$ cat config.mk
export PLATFORM = sky130hd
export DESIGN_NAME = pcc_cfg_bank
export DESIGN_NICKNAME = d
export VERILOG_FILES = /design/src/hw/pcc_reload.v /design/src/hw/pcc_cfg_bank.v
export VERILOG_INCLUDE_DIRS = /design/src /design/src/hw
export SDC_FILE = /design/constraint.sdc
export NUM_CORES = 1
export LEC_CHECK = 0
export BUFFER_PORTS_ARGS = -buffer_cell sky130_fd_sc_hd__buf_4
export CAP_MARGIN = 20
export CELL_PAD_IN_SITES_DETAIL_PLACEMENT = 0
export CELL_PAD_IN_SITES_GLOBAL_PLACEMENT = 1
export CORE_ASPECT_RATIO = 1.75
export CORE_MARGIN = 5
export CORE_UTILIZATION = 33
export DETAILED_ROUTE_END_ITERATION = 12
export PLACE_DENSITY = 0.76
export SYNTH_ARGS = -nofsm -noshare
export SYNTH_HDL_FRONTEND = slang
export SYNTH_HIERARCHICAL = 1
export SYNTH_SLANG_ARGS = --single-unit
export TNS_END_PERCENT = 30
$ cat constraint.sdc
create_clock -name sys_clk_in -period 1.9 [get_ports sys_clk_in]
set_clock_uncertainty 0.15 [all_clocks]
set_input_delay 0.285 -clock sys_clk_in [delete_from_list [all_inputs] [get_ports sys_clk_in]]
set_output_delay 0.285 -clock sys_clk_in [all_outputs]
set_load 0.01 [all_outputs]
$ cat src/hw/pcc_defines.vh
// register offsets, field positions, reset values and timing for the pci controller config bank
`ifndef PCC_DEFINES_VH
`define PCC_DEFINES_VH
// byte addresses on apb
`define PCC_OFF_CFG        12'h170
`define PCC_OFF_IRQ_STAT   12'h180
`define PCC_OFF_IRQ_MASK   12'h184
`define PCC_OFF_FWD_STAT   12'h188
// config register fields
`define PCC_BIT_HARD_RST   11
`define PCC_BIT_SOFT_RST   10
`define PCC_BIT_RD_POLICY  9
`define PCC_BIT_MEM0_EN    8
`define PCC_BIT_MEM1_EN    7
`define PCC_BIT_MEM2_EN    6
`define PCC_BIT_LOAD_SRC   2
// writable bits of the config register
`define PCC_CFG_WMASK      32'h0000_07C4
// reset values
`define PCC_RST_SOFT_RST   1'h0
`define PCC_RST_RD_POLICY  1'h1
`define PCC_RST_MEM0_EN    1'h0
`define PCC_RST_MEM1_EN    1'h0
`define PCC_RST_MEM2_EN    1'h0
`define PCC_RST_LOAD_SRC   1'h0
// interrupt status bits
`define PCC_IRQ_RELOAD_DONE 0
`define PCC_IRQ_BUS_ERROR   1
`define PCC_IRQ_BLOCKED     2
`define PCC_IRQ_W           3
// reload length in clock cycles
`define PCC_RELOAD_CYCLES  8'h04
`endif

$ cat src/hw/pcc_reload.v
// configuration space reload sequencer used during a software reset
`timescale 1ns/1ps
`default_nettype none
module pcc_reload #(
	parameter CNT_W = 8
) (
	// clock and reset
	input  wire             sys_clk_in,
	input  wire             rst_in,
	// control
	input  wire             start_in,
	input  wire             src_regs_in,
	input  wire [CNT_W-1:0] len_in,
	// status
	output reg              busy_out,
	output reg              from_eeprom_out,
	output reg              from_regs_out,
	output reg              done_out
);
	reg [CNT_W-1:0] cnt_r;

	// count the reload, steering to eeprom or data registers
	always @(posedge sys_clk_in or posedge rst_in) begin
		if (rst_in) begin
			cnt_r           <= {CNT_W{1'b0}};
			busy_out        <= 1'b0;
			from_eeprom_out <= 1'b0;
			from_regs_out   <= 1'b0;
			done_out        <= 1'b0;
		end else begin
			done_out <= 1'b0;
			if (start_in && !busy_out) begin
				busy_out        <= 1'b1;
				cnt_r           <= len_in;
				from_eeprom_out <= ~src_regs_in;
				from_regs_out   <= src_regs_in;
			end else if (busy_out) begin
				if (cnt_r <= {{(CNT_W-1){1'b0}}, 1'b1}) begin
					busy_out        <= 1'b0;
					from_eeprom_out <= 1'b0;
					from_regs_out   <= 1'b0;
					done_out        <= 1'b1;
				end else begin
					cnt_r <= cnt_r - {{(CNT_W-1){1'b0}}, 1'b1};
				end
			end
		end
	end
endmodule
`default_nettype wire

$ cat src/hw/pcc_cfg_bank.v
// pci controller configuration bank: soft reset, read error policy, space enables
//
// The implementer's own choices: register access over APB and the register offsets.
`timescale 1ns/1ps
`default_nettype none
`include "pcc_defines.vh"
module pcc_cfg_bank #(
	parameter ADDR_W = 12
) (
	// clock and reset
	input  wire              sys_clk_in,
	input  wire              rst_in,
	// strap
	input  wire              pci_boot_mode_in,
	// apb slave
	input  wire              psel_in,
	input  wire              penable_in,
	input  wire              pwrite_in,
	input  wire [ADDR_W-1:0] paddr_in,
	input  wire [31:0]       pwdata_in,
	output reg  [31:0]       prdata_out,
	output reg               pready_out,
	output reg               pslverr_out,
	// eeprom load done status
	input  wire              eeprom_load_done_in,
	// internal bus initiator request
	input  wire              ib_req_in,
	input  wire [1:0]        ib_space_in,
	output reg               ib_fwd_out,
	output reg               ib_blocked_out,
	// initiator read completion from pci side
	input  wire              rd_done_in,
	input  wire              data_parity_error_flag_in,
	input  wire              master_abort_flag_in,
	input  wire              target_abort_flag_in,
	input  wire              target_ready_timeout_flag_in,
	input  wire              retry_timeout_flag_in,
	output reg               ib_rd_ack_out,
	output reg               ib_bus_error_out,
	output reg               ib_data_invalid_out,
	// controller reset and reload
	output reg               ctrl_soft_reset_out,
	output reg               reload_eeprom_out,
	output reg               reload_regs_out,
	// config bits
	output reg               read_error_policy_out,
	output reg               mem_space0_enable_out,
	output reg               mem_space1_enable_out,
	output reg               mem_space2_enable_out,
	output reg               load_config_source_out,
	// interrupt
	output reg               irq_out
);
	reg                     soft_reset_ctl_r;
	reg                     read_error_policy_r;
	reg                     mem_space0_enable_r;
	reg                     mem_space1_enable_r;
	reg                     mem_space2_enable_r;
	reg                     load_config_source_r;
	reg [`PCC_IRQ_W-1:0]    irq_stat_r;
	reg [`PCC_IRQ_W-1:0]    irq_mask_r;
	reg [`PCC_IRQ_W-1:0]    irq_set_nxt;
	reg                     boot_meta_r;
	reg                     boot_sync_r;
	reg                     boot_seen_r;
	reg                     done_meta_r;
	reg                     done_sync_r;
	reg                     soft_reset_ctl_prev_r;
	reg [31:0]              rdata_nxt;
	reg                     err_nxt;
	reg                     space_en_nxt;
	wire                    setup;
	wire                    wr_acc;
	wire                    is_cfg;
	wire                    is_stat;
	wire                    is_mask;
	wire                    is_fwd;
	wire                    known;
	wire                    refused;
	wire                    rd_err;
	wire                    rl_busy;
	wire                    rl_eeprom;
	wire                    rl_regs;
	wire                    rl_done;
	wire                    wr_cfg;
	wire                    wr_stat;
	wire                    wr_mask;
	wire                    soft_reset_ctl_rise;
	wire                    pass_nxt;
	wire                    rd_bus_err;
	wire                    rd_quiet_err;

	// address match on the word offset
	function match;
		input [ADDR_W-1:0] a;
		input [11:0]       off;
		begin
			match = (a[11:2] == off[11:2]);
		end
	endfunction

	// config register image with reserved bits zero
	function [31:0] cfg_image;
		input s;
		input p;
		input m0;
		input m1;
		input m2;
		input l;
		begin
			cfg_image = 32'h0000_0000;
			cfg_image[`PCC_BIT_SOFT_RST]  = s;
			cfg_image[`PCC_BIT_RD_POLICY] = p;
			cfg_image[`PCC_BIT_MEM0_EN]   = m0;
			cfg_image[`PCC_BIT_MEM1_EN]   = m1;
			cfg_image[`PCC_BIT_MEM2_EN]   = m2;
			cfg_image[`PCC_BIT_LOAD_SRC]  = l;
		end
	endfunction

	assign setup   = psel_in && !penable_in;
	assign wr_acc  = setup && pwrite_in && !refused;
	assign is_cfg  = match(paddr_in, `PCC_OFF_CFG);
	assign is_stat = match(paddr_in, `PCC_OFF_IRQ_STAT);
	assign is_mask = match(paddr_in, `PCC_OFF_IRQ_MASK);
	assign is_fwd  = match(paddr_in, `PCC_OFF_FWD_STAT);
	assign known   = is_cfg || is_stat || is_mask || is_fwd;
	// only the config register stays reachable during soft reset
	assign refused = !known || (soft_reset_ctl_r && !is_cfg);
	assign rd_err  = data_parity_error_flag_in || master_abort_flag_in || target_abort_flag_in
		|| target_ready_timeout_flag_in || retry_timeout_flag_in;
	// register writes that the bus actually lets through
	assign wr_cfg  = wr_acc && is_cfg;
	assign wr_stat = wr_acc && is_stat;
	assign wr_mask = wr_acc && is_mask;
	// reload starts once per rising edge of the soft reset bit
	assign soft_reset_ctl_rise = soft_reset_ctl_r && !soft_reset_ctl_prev_r;
	// a request passes only to an enabled space outside soft reset
	assign pass_nxt = space_en_nxt && !soft_reset_ctl_r;
	// error completions split by the read error policy
	assign rd_bus_err   = rd_done_in && rd_err && read_error_policy_r;
	assign rd_quiet_err = rd_done_in && rd_err && !read_error_policy_r;

	// synchronise the boot strap; no reset, so it is settled at release
	always @(posedge sys_clk_in) begin
		boot_meta_r <= pci_boot_mode_in;
		boot_sync_r <= boot_meta_r;
	end

	// synchronise eeprom load done
	always @(posedge sys_clk_in or posedge rst_in) begin
		if (rst_in) begin
			done_meta_r <= 1'b0;
			done_sync_r <= 1'b0;
		end else begin
			done_meta_r <= eeprom_load_done_in;
			done_sync_r <= done_meta_r;
		end
	end

	// reload sequencer started on the rising edge of soft reset
	pcc_reload #(
		.CNT_W(8)
	) u_reload (
		.sys_clk_in      (sys_clk_in),
		.rst_in          (rst_in),
		.start_in        (soft_reset_ctl_rise),
		.src_regs_in     (load_config_source_r),
		.len_in          (`PCC_RELOAD_CYCLES),
		.busy_out        (rl_busy),
		.from_eeprom_out (rl_eeprom),
		.from_regs_out   (rl_regs),
		.done_out        (rl_done)
	);

	// soft reset and load source, hard reset only; soft reset keeps both
	always @(posedge sys_clk_in or posedge rst_in) begin
		if (rst_in) begin
			soft_reset_ctl_r     <= `PCC_RST_SOFT_RST;
			load_config_source_r <= `PCC_RST_LOAD_SRC;
			soft_reset_ctl_prev_r          <= 1'b0;
		end else begin
			soft_reset_ctl_prev_r <= soft_reset_ctl_r;
			// not self clearing: only a write drops it
			if (wr_cfg) begin
				soft_reset_ctl_r     <= pwdata_in[`PCC_BIT_SOFT_RST];
				load_config_source_r <= pwdata_in[`PCC_BIT_LOAD_SRC];
			end
		end
	end

	// policy and space enables, hard reset only
	always @(posedge sys_clk_in or posedge rst_in) begin
		if (rst_in) begin
			read_error_policy_r <= `PCC_RST_RD_POLICY;
			mem_space0_enable_r <= `PCC_RST_MEM0_EN;
			mem_space1_enable_r <= `PCC_RST_MEM1_EN;
			mem_space2_enable_r <= `PCC_RST_MEM2_EN;
			boot_seen_r         <= 1'b0;
		end else begin
			// strap caught once after release; a write in that cycle still wins
			if (!boot_seen_r) begin
				boot_seen_r         <= 1'b1;
				mem_space2_enable_r <= boot_sync_r;
			end
			if (wr_cfg) begin
				read_error_policy_r <= pwdata_in[`PCC_BIT_RD_POLICY];
				mem_space0_enable_r <= pwdata_in[`PCC_BIT_MEM0_EN];
				mem_space1_enable_r <= pwdata_in[`PCC_BIT_MEM1_EN];
				mem_space2_enable_r <= pwdata_in[`PCC_BIT_MEM2_EN];
			end
		end
	end

	// read mux and error answer
	always @* begin
		rdata_nxt = 32'h0000_0000;
		err_nxt   = refused;
		if (is_cfg)
			rdata_nxt = cfg_image(soft_reset_ctl_r, read_error_policy_r, mem_space0_enable_r,
				mem_space1_enable_r, mem_space2_enable_r, load_config_source_r);
		else if (is_stat && !refused)
			rdata_nxt = {{(32-`PCC_IRQ_W){1'b0}}, irq_stat_r};
		else if (is_mask && !refused)
			rdata_nxt = {{(32-`PCC_IRQ_W){1'b0}}, irq_mask_r};
		else if (is_fwd && !refused)
			rdata_nxt = {28'h000_0000, rl_busy, done_sync_r, ib_blocked_out, ib_fwd_out};
	end

	// apb answer: no wait state, ready in the first access cycle
	always @(posedge sys_clk_in or posedge rst_in) begin
		if (rst_in) begin
			prdata_out  <= 32'h0000_0000;
			pready_out  <= 1'b0;
			pslverr_out <= 1'b0;
		end else begin
			pready_out  <= setup;
			pslverr_out <= setup && err_nxt;
			if (setup && !pwrite_in)
				prdata_out <= rdata_nxt;
		end
	end

	// space enable lookup
	always @* begin
		case (ib_space_in)
			2'h0:    space_en_nxt = mem_space0_enable_r;
			2'h1:    space_en_nxt = mem_space1_enable_r;
			2'h2:    space_en_nxt = mem_space2_enable_r;
			default: space_en_nxt = 1'b0;
		endcase
	end

	// initiator forwarding: each request answered once, forwarded or blocked
	always @(posedge sys_clk_in or posedge rst_in) begin
		if (rst_in) begin
			ib_fwd_out     <= 1'b0;
			ib_blocked_out <= 1'b0;
		end else begin
			ib_fwd_out     <= ib_req_in && pass_nxt;
			ib_blocked_out <= ib_req_in && !pass_nxt;
		end
	end

	// read completion answer to the internal bus
	always @(posedge sys_clk_in or posedge rst_in) begin
		if (rst_in) begin
			ib_rd_ack_out       <= 1'b0;
			ib_bus_error_out    <= 1'b0;
			ib_data_invalid_out <= 1'b0;
		end else begin
			ib_rd_ack_out       <= rd_done_in && !rd_bus_err;
			ib_bus_error_out    <= rd_bus_err;
			ib_data_invalid_out <= rd_quiet_err;
		end
	end

	// events for interrupt status
	always @* begin
		irq_set_nxt = {`PCC_IRQ_W{1'b0}};
		irq_set_nxt[`PCC_IRQ_RELOAD_DONE] = rl_done;
		irq_set_nxt[`PCC_IRQ_BUS_ERROR]   = rd_done_in && rd_err;
		irq_set_nxt[`PCC_IRQ_BLOCKED]     = ib_req_in && !pass_nxt;
	end

	// sticky status, write one to clear, set wins; kept over soft reset
	always @(posedge sys_clk_in or posedge rst_in) begin
		if (rst_in) begin
			irq_stat_r <= {`PCC_IRQ_W{1'b0}};
			irq_mask_r <= {`PCC_IRQ_W{1'b0}};
			irq_out    <= 1'b0;
		end else begin
			if (wr_stat)
				irq_stat_r <= (irq_stat_r & ~pwdata_in[`PCC_IRQ_W-1:0]) | irq_set_nxt;
			else
				irq_stat_r <= irq_stat_r | irq_set_nxt;
			if (wr_mask)
				irq_mask_r <= pwdata_in[`PCC_IRQ_W-1:0];
			irq_out <= |(irq_stat_r & irq_mask_r);
		end
	end

	// registered copies of the reset and reload controls
	always @(posedge sys_clk_in or posedge rst_in) begin
		if (rst_in) begin
			ctrl_soft_reset_out <= 1'b0;
			reload_eeprom_out   <= 1'b0;
			reload_regs_out     <= 1'b0;
		end else begin
			ctrl_soft_reset_out <= soft_reset_ctl_r;
			reload_eeprom_out   <= rl_eeprom;
			reload_regs_out     <= rl_regs;
		end
	end

	// registered copies of the config bits
	always @(posedge sys_clk_in or posedge rst_in) begin
		if (rst_in) begin
			read_error_policy_out  <= `PCC_RST_RD_POLICY;
			mem_space0_enable_out  <= `PCC_RST_MEM0_EN;
			mem_space1_enable_out  <= `PCC_RST_MEM1_EN;
			mem_space2_enable_out  <= `PCC_RST_MEM2_EN;
			load_config_source_out <= `PCC_RST_LOAD_SRC;
		end else begin
			read_error_policy_out  <= read_error_policy_r;
			mem_space0_enable_out  <= mem_space0_enable_r;
			mem_space1_enable_out  <= mem_space1_enable_r;
			mem_space2_enable_out  <= mem_space2_enable_r;
			load_config_source_out <= load_config_source_r;
		end
	end
endmodule
`default_nettype wire

# Word level (Yosys, flattened, before mapping)
# Index checks and enable logic that the tools add are counted.
# W data, S select, Z words.
# word_totals
ff_bits	77
in_bits	60
out_inout_bits	48
# op_classes
addsub	1
n_lt_le_gt_ge	1
eq_ne	8
n_mux	21
n_bitwise	6
reduce_logical	46
# ops
op	n
$eq A10 B7 Y1 const B	4
$mux W8	3
$logic_and A1 B1 Y1	21
$mux W1	12
$mux W4	3
$logic_not A1 Y1	11
$mux W11	1
$le A8 B1 Y1 const B	1
$logic_or A1 B1 Y1	8
$sub A8 B1 Y8 const B	1
$and A3 B3 Y3	2
$or A3 B3 Y3	2
$ne A2 B1 Y1 const B	2
$reduce_and A2 Y1	2
$reduce_bool A2 Y1	2
$mux W3	1
$not A3 Y3	1
$pmux W1 S3	1
$reduce_or A3 Y1	1
$eq A2 B1 Y1 const B	1
$eq A2 B2 Y1 const B	1
$logic_not A2 Y1	1
$not A1 Y1	1

# Logic depth before layout (Yosys ltp)
# depth
word_depth	12
depth_mapped	6
ltp_nobuf	6

# Modules after synthesis
# The synthesis kept the hierarchy.
# modules_own_cells
mod	n_inst	cells_per_inst	area_each_um2	seq_area_each_um2
pcc_cfg_bank	1	149	1876.8	1043.5
pcc_reload	1	72	732.0	300.3

# Least setup slack after synthesis
# Ideal clock, no wire load.
# synth_path
path_type	flip-flop to flip-flop
from	reg u_reload.cnt_r[0]
to	reg u_reload.cnt_r[4]
setup_ns	0.121
t_arrival_ns	1.500
required_time_ns	1.629
setup_slack_ns	0.129
stages_incl_launch_ff	7
period_less_slack_ns	1.771
cell_sequence	dfrtp_1 inv_1 ha_1 or2_4 a41oi_4 o21ai_2 a22o_1
# synth_via
elab_chain_cells	4
# synth_lines
item	line	rtl
start: declaration	pcc_reload.v:20	reg [CNT_W-1:0] cnt_r;
start signal: assignment	pcc_reload.v:25	cnt_r <= {CNT_W{1'b0}};
start signal: assignment	pcc_reload.v:34	cnt_r <= len_in;
start signal: assignment	pcc_reload.v:44	cnt_r <= cnt_r - {{(CNT_W-1){1'b0}}, 1'b1};
$sub A8 B1 Y8	pcc_reload.v:44	
$mux W8	pcc_reload.v:38	if (cnt_r <= {{(CNT_W-1){1'b0}}, 1'b1}) begin
$mux W8	pcc_reload.v:37	end else if (busy_out) begin
$mux W8	pcc_reload.v:32	if (start_in && !busy_out) begin
# Several ways; a longest one is shown, not always the timed one. The select of a mux whose other input is x is not followed.
# A chain may end at the register's enable or synchronous reset.

# Worst setup path in the final report
# layout_path
from	reg u_reload.cnt_r[0]
to	reg u_reload.cnt_r[5]
# The elaborated chain is that of the path after synthesis.

==> reports/qor.yml <==
setup_tns_ns: 0
fill_cells: 756
place_inst: 384
final_cell_mix: "buf_4, dfrtp_1, conb_1"
die_width_um: 77.2
routed_via_density: 4.86
switching_share_pct: 26.3
vias: 1930
globalplace.congestion: 0.819
clock_latency_ns: 0.29
grt_max_degree: 41
finalHoldViolCount: 0
dpl-instance-area_sq_um: 3160
dieArea_sq_um: 9850
r2r_end: "u_reload/cnt_r[5]$_DFFE_PP0P_"
fin_crit_sh_pct: 95.7
post-place-ws_ns: 0.0136
layout_commonest_cell: "buf_4"
drv_slew: 0
cts.sink_count: 54
final_nets: 368
coreArea_sq_um: 7800
worstHoldEndpoint: "irq_stat_r[1]$_DFF_PP0_"
wl_per_cell_um: 15.1
portBuffers: 58
reg2reg_from: "u_reload/cnt_r[0]$_DFFE_PP0P_"
p_int_mw: 1.96
io_pins: 108
peakVddDrop_uv: 349
cts_tree: "yes"
yosysUniqueCellTypes: 63
critPathKind: "flop to flop"
final_cell_area_sq_um: 3350
hpwl_um: 4730
htreeDepth: 2
synth_cells: 221
r2r_cells: 6
ys_ff_latch: 54
initial_core_util_pct: 33.4
outcome: "completed"
startpoint: "u_reload/cnt_r[0]$_DFFE_PP0P_"
crit_fanout: 5
fin_crit_ns: 1.82
fin_util_pct: 42.9
first_iter_violations: 34
first_global_vias: 1984
cap_violations: 0
synth_area_per_cell_sq_um: 11.8
antenna_found_initial: 0
cts_buffers: 5
drtAntennaViolNets: 0
crit_path_end_kind: "flop"
clock_path_buffers: 2
worst_pin_slew_ns: 0.515
r2r_slack_ns: 0.08
clock_power_share_pct: 32.7
cp-start-kind: "flop"
power_frac_comb_pct: 19.2
grt_pass1_wl_um: 9600
path_clk_slew_ns: 0.07
grt_usage_pct: 12.2
power_frac_seq_pct: 48.0
p_total_mw: 2.66
wl_um: 6000
finalSetupViolations: 0
hold_path.class: "input port to flop"
synth_warnings: 6
syn-cell-area_sq_um: 2610
clockRootBuffer: "clkbuf_16"
power_density_nw_per_um2: 794
min-delay-start: "pwdata_in[1]"
cp_data_required_time_ns: 1.92
layout-drive-gt1-share_pct: 37.1
hold_depth: 2
ys.flop_type: "dfrtp_1"
async_flop_share_pct: 96.3
maxSlewHeadroom_pct: 65.7
grt-ovfl-total: 0
yosysSeqAreaShare_pct: 51.5
drc: 0
num_rows: 43
p_leak_nw: 1.59
switching_power_uw: 701
fin_cells: 397
fin_ws_ns: 0.0819
critPathArrivalTime_ns: 1.84
firstDrtPassIters: 4
max_freq_mhz: 550
die_height_um: 128
hold_slack_ns: 0.0367
num_antenna_cells: 0
synthToLayoutAreaGrowth_pct: 28.4
synth_edf_count: 0
rsz0062_at_grt: "false"
## how the worst max path moves through the flow
| stage | end | slack (ns) | cells after the start |
|---|---|---|---|
| 2_1_floorplan | u_reload/cnt_r[4]$_DFFE_PP0P_ | 0.13 | 6 |
| 3_3_place_gp | u_reload/cnt_r[0]$_DFFE_PP0P_ | 0.06 | 6 |
| 3_5_place_dp | u_reload/cnt_r[5]$_DFFE_PP0P_ | 0.01 | 6 |
| 4_1_cts | u_reload/cnt_r[5]$_DFFE_PP0P_ | 0.01 | 6 |
| 5_1_grt | u_reload/cnt_r[1]$_DFFE_PP0P_ | 0.003 | 7 |
| 6_report | u_reload/cnt_r[5]$_DFFE_PP0P_ | 0.08 | 6 |
## layout make-up
| class | instances | area (sq um) | area share (%) |
|---|---|---|---|
| clock buffers | 8 | 136 | 4.07 |
| inverters | 6 | 22.5 | 0.672 |
| multi-input cells | 161 | 1140 | 34.0 |
| flip-flops and latches | 54 | 1340 | 40.1 |
| well taps | 90 | 113 | 3.36 |
| repair buffers | 78 | 597 | 17.8 |
## power groups by stage
stage	clock (mW)	sequential [mW]	combinational, mW
finish	0.871	1.28	0.512
global route	0.935	1.29	0.579
CTS	0.907	1.28	0.489
detailed placement	0	1.30	0.482
global placement	0	1.30	0.470
floorplan	0	1.29	0.356
## flip-flops by register name (all words and copies together), names as in the netlist, 3 cells and up
| name | cells |
|---|---|
| prdata_out | 9 |
| irq_mask_r | 3 |
| irq_stat_r | 3 |
| u_reload/cnt_r | 8 |
## critical path, cell delays in order, from the launching register on
cell     delay, ns
dfrtp_1       0.38
buf_4         0.14
ha_1          0.18
or2_4         0.24
a41oi_4       0.30
nand2_1       0.10
a22o_1        0.22
## cells in the mapped netlist (all sizes together) (5+ instances only)
cell type	count	area share, %
dfrtp	50	48
nand2	19	2.7
a22o	8	2.7
nor3	5	1.8
nor2	6	1.2
nand3	5	1.6
mux2	11	5.2
buf	28	8.1
o21ai	7	1.6
inv	6	0.86
nor2b	9	2.3
## cell families (layout without fill, tap and decap cells)
kind of cell | count (synthesis) | in the layout | share of synthesized area [%]
AOI/OAI and AO/OA | 47 | 47 | 14.6
adders and majority gates | 2 | 2 | 0.959
buffers and inverters | 36 | 92 | 9.30
DFF | 54 | 54 | 51.5
muxes | 13 | 13 | 5.95
other | 2 | 32 | 0.288
and+or+nand+nor | 67 | 67 | 17.4
## layer usage
metal  share of wire (%)  track usage, %  wire length [um]
met1                  33            12.0              2010
met2                  59            23.6              3520
met3                 5.8            3.24               349
met4                 2.0            4.76               120
met5                   0               0                 0
## timing repair
item | 4_1_cts | 5_1_grt
endpoints found under the hold margin | 16 | 0
hold buffers | 3 | 0
setup endpoints to repair | 1 | 6
resized for setup | 0 | 3
setup buffers | 0 | 2
pin swaps | 1 | 3
No activity file was read; power rests on OpenSTA's default activity.
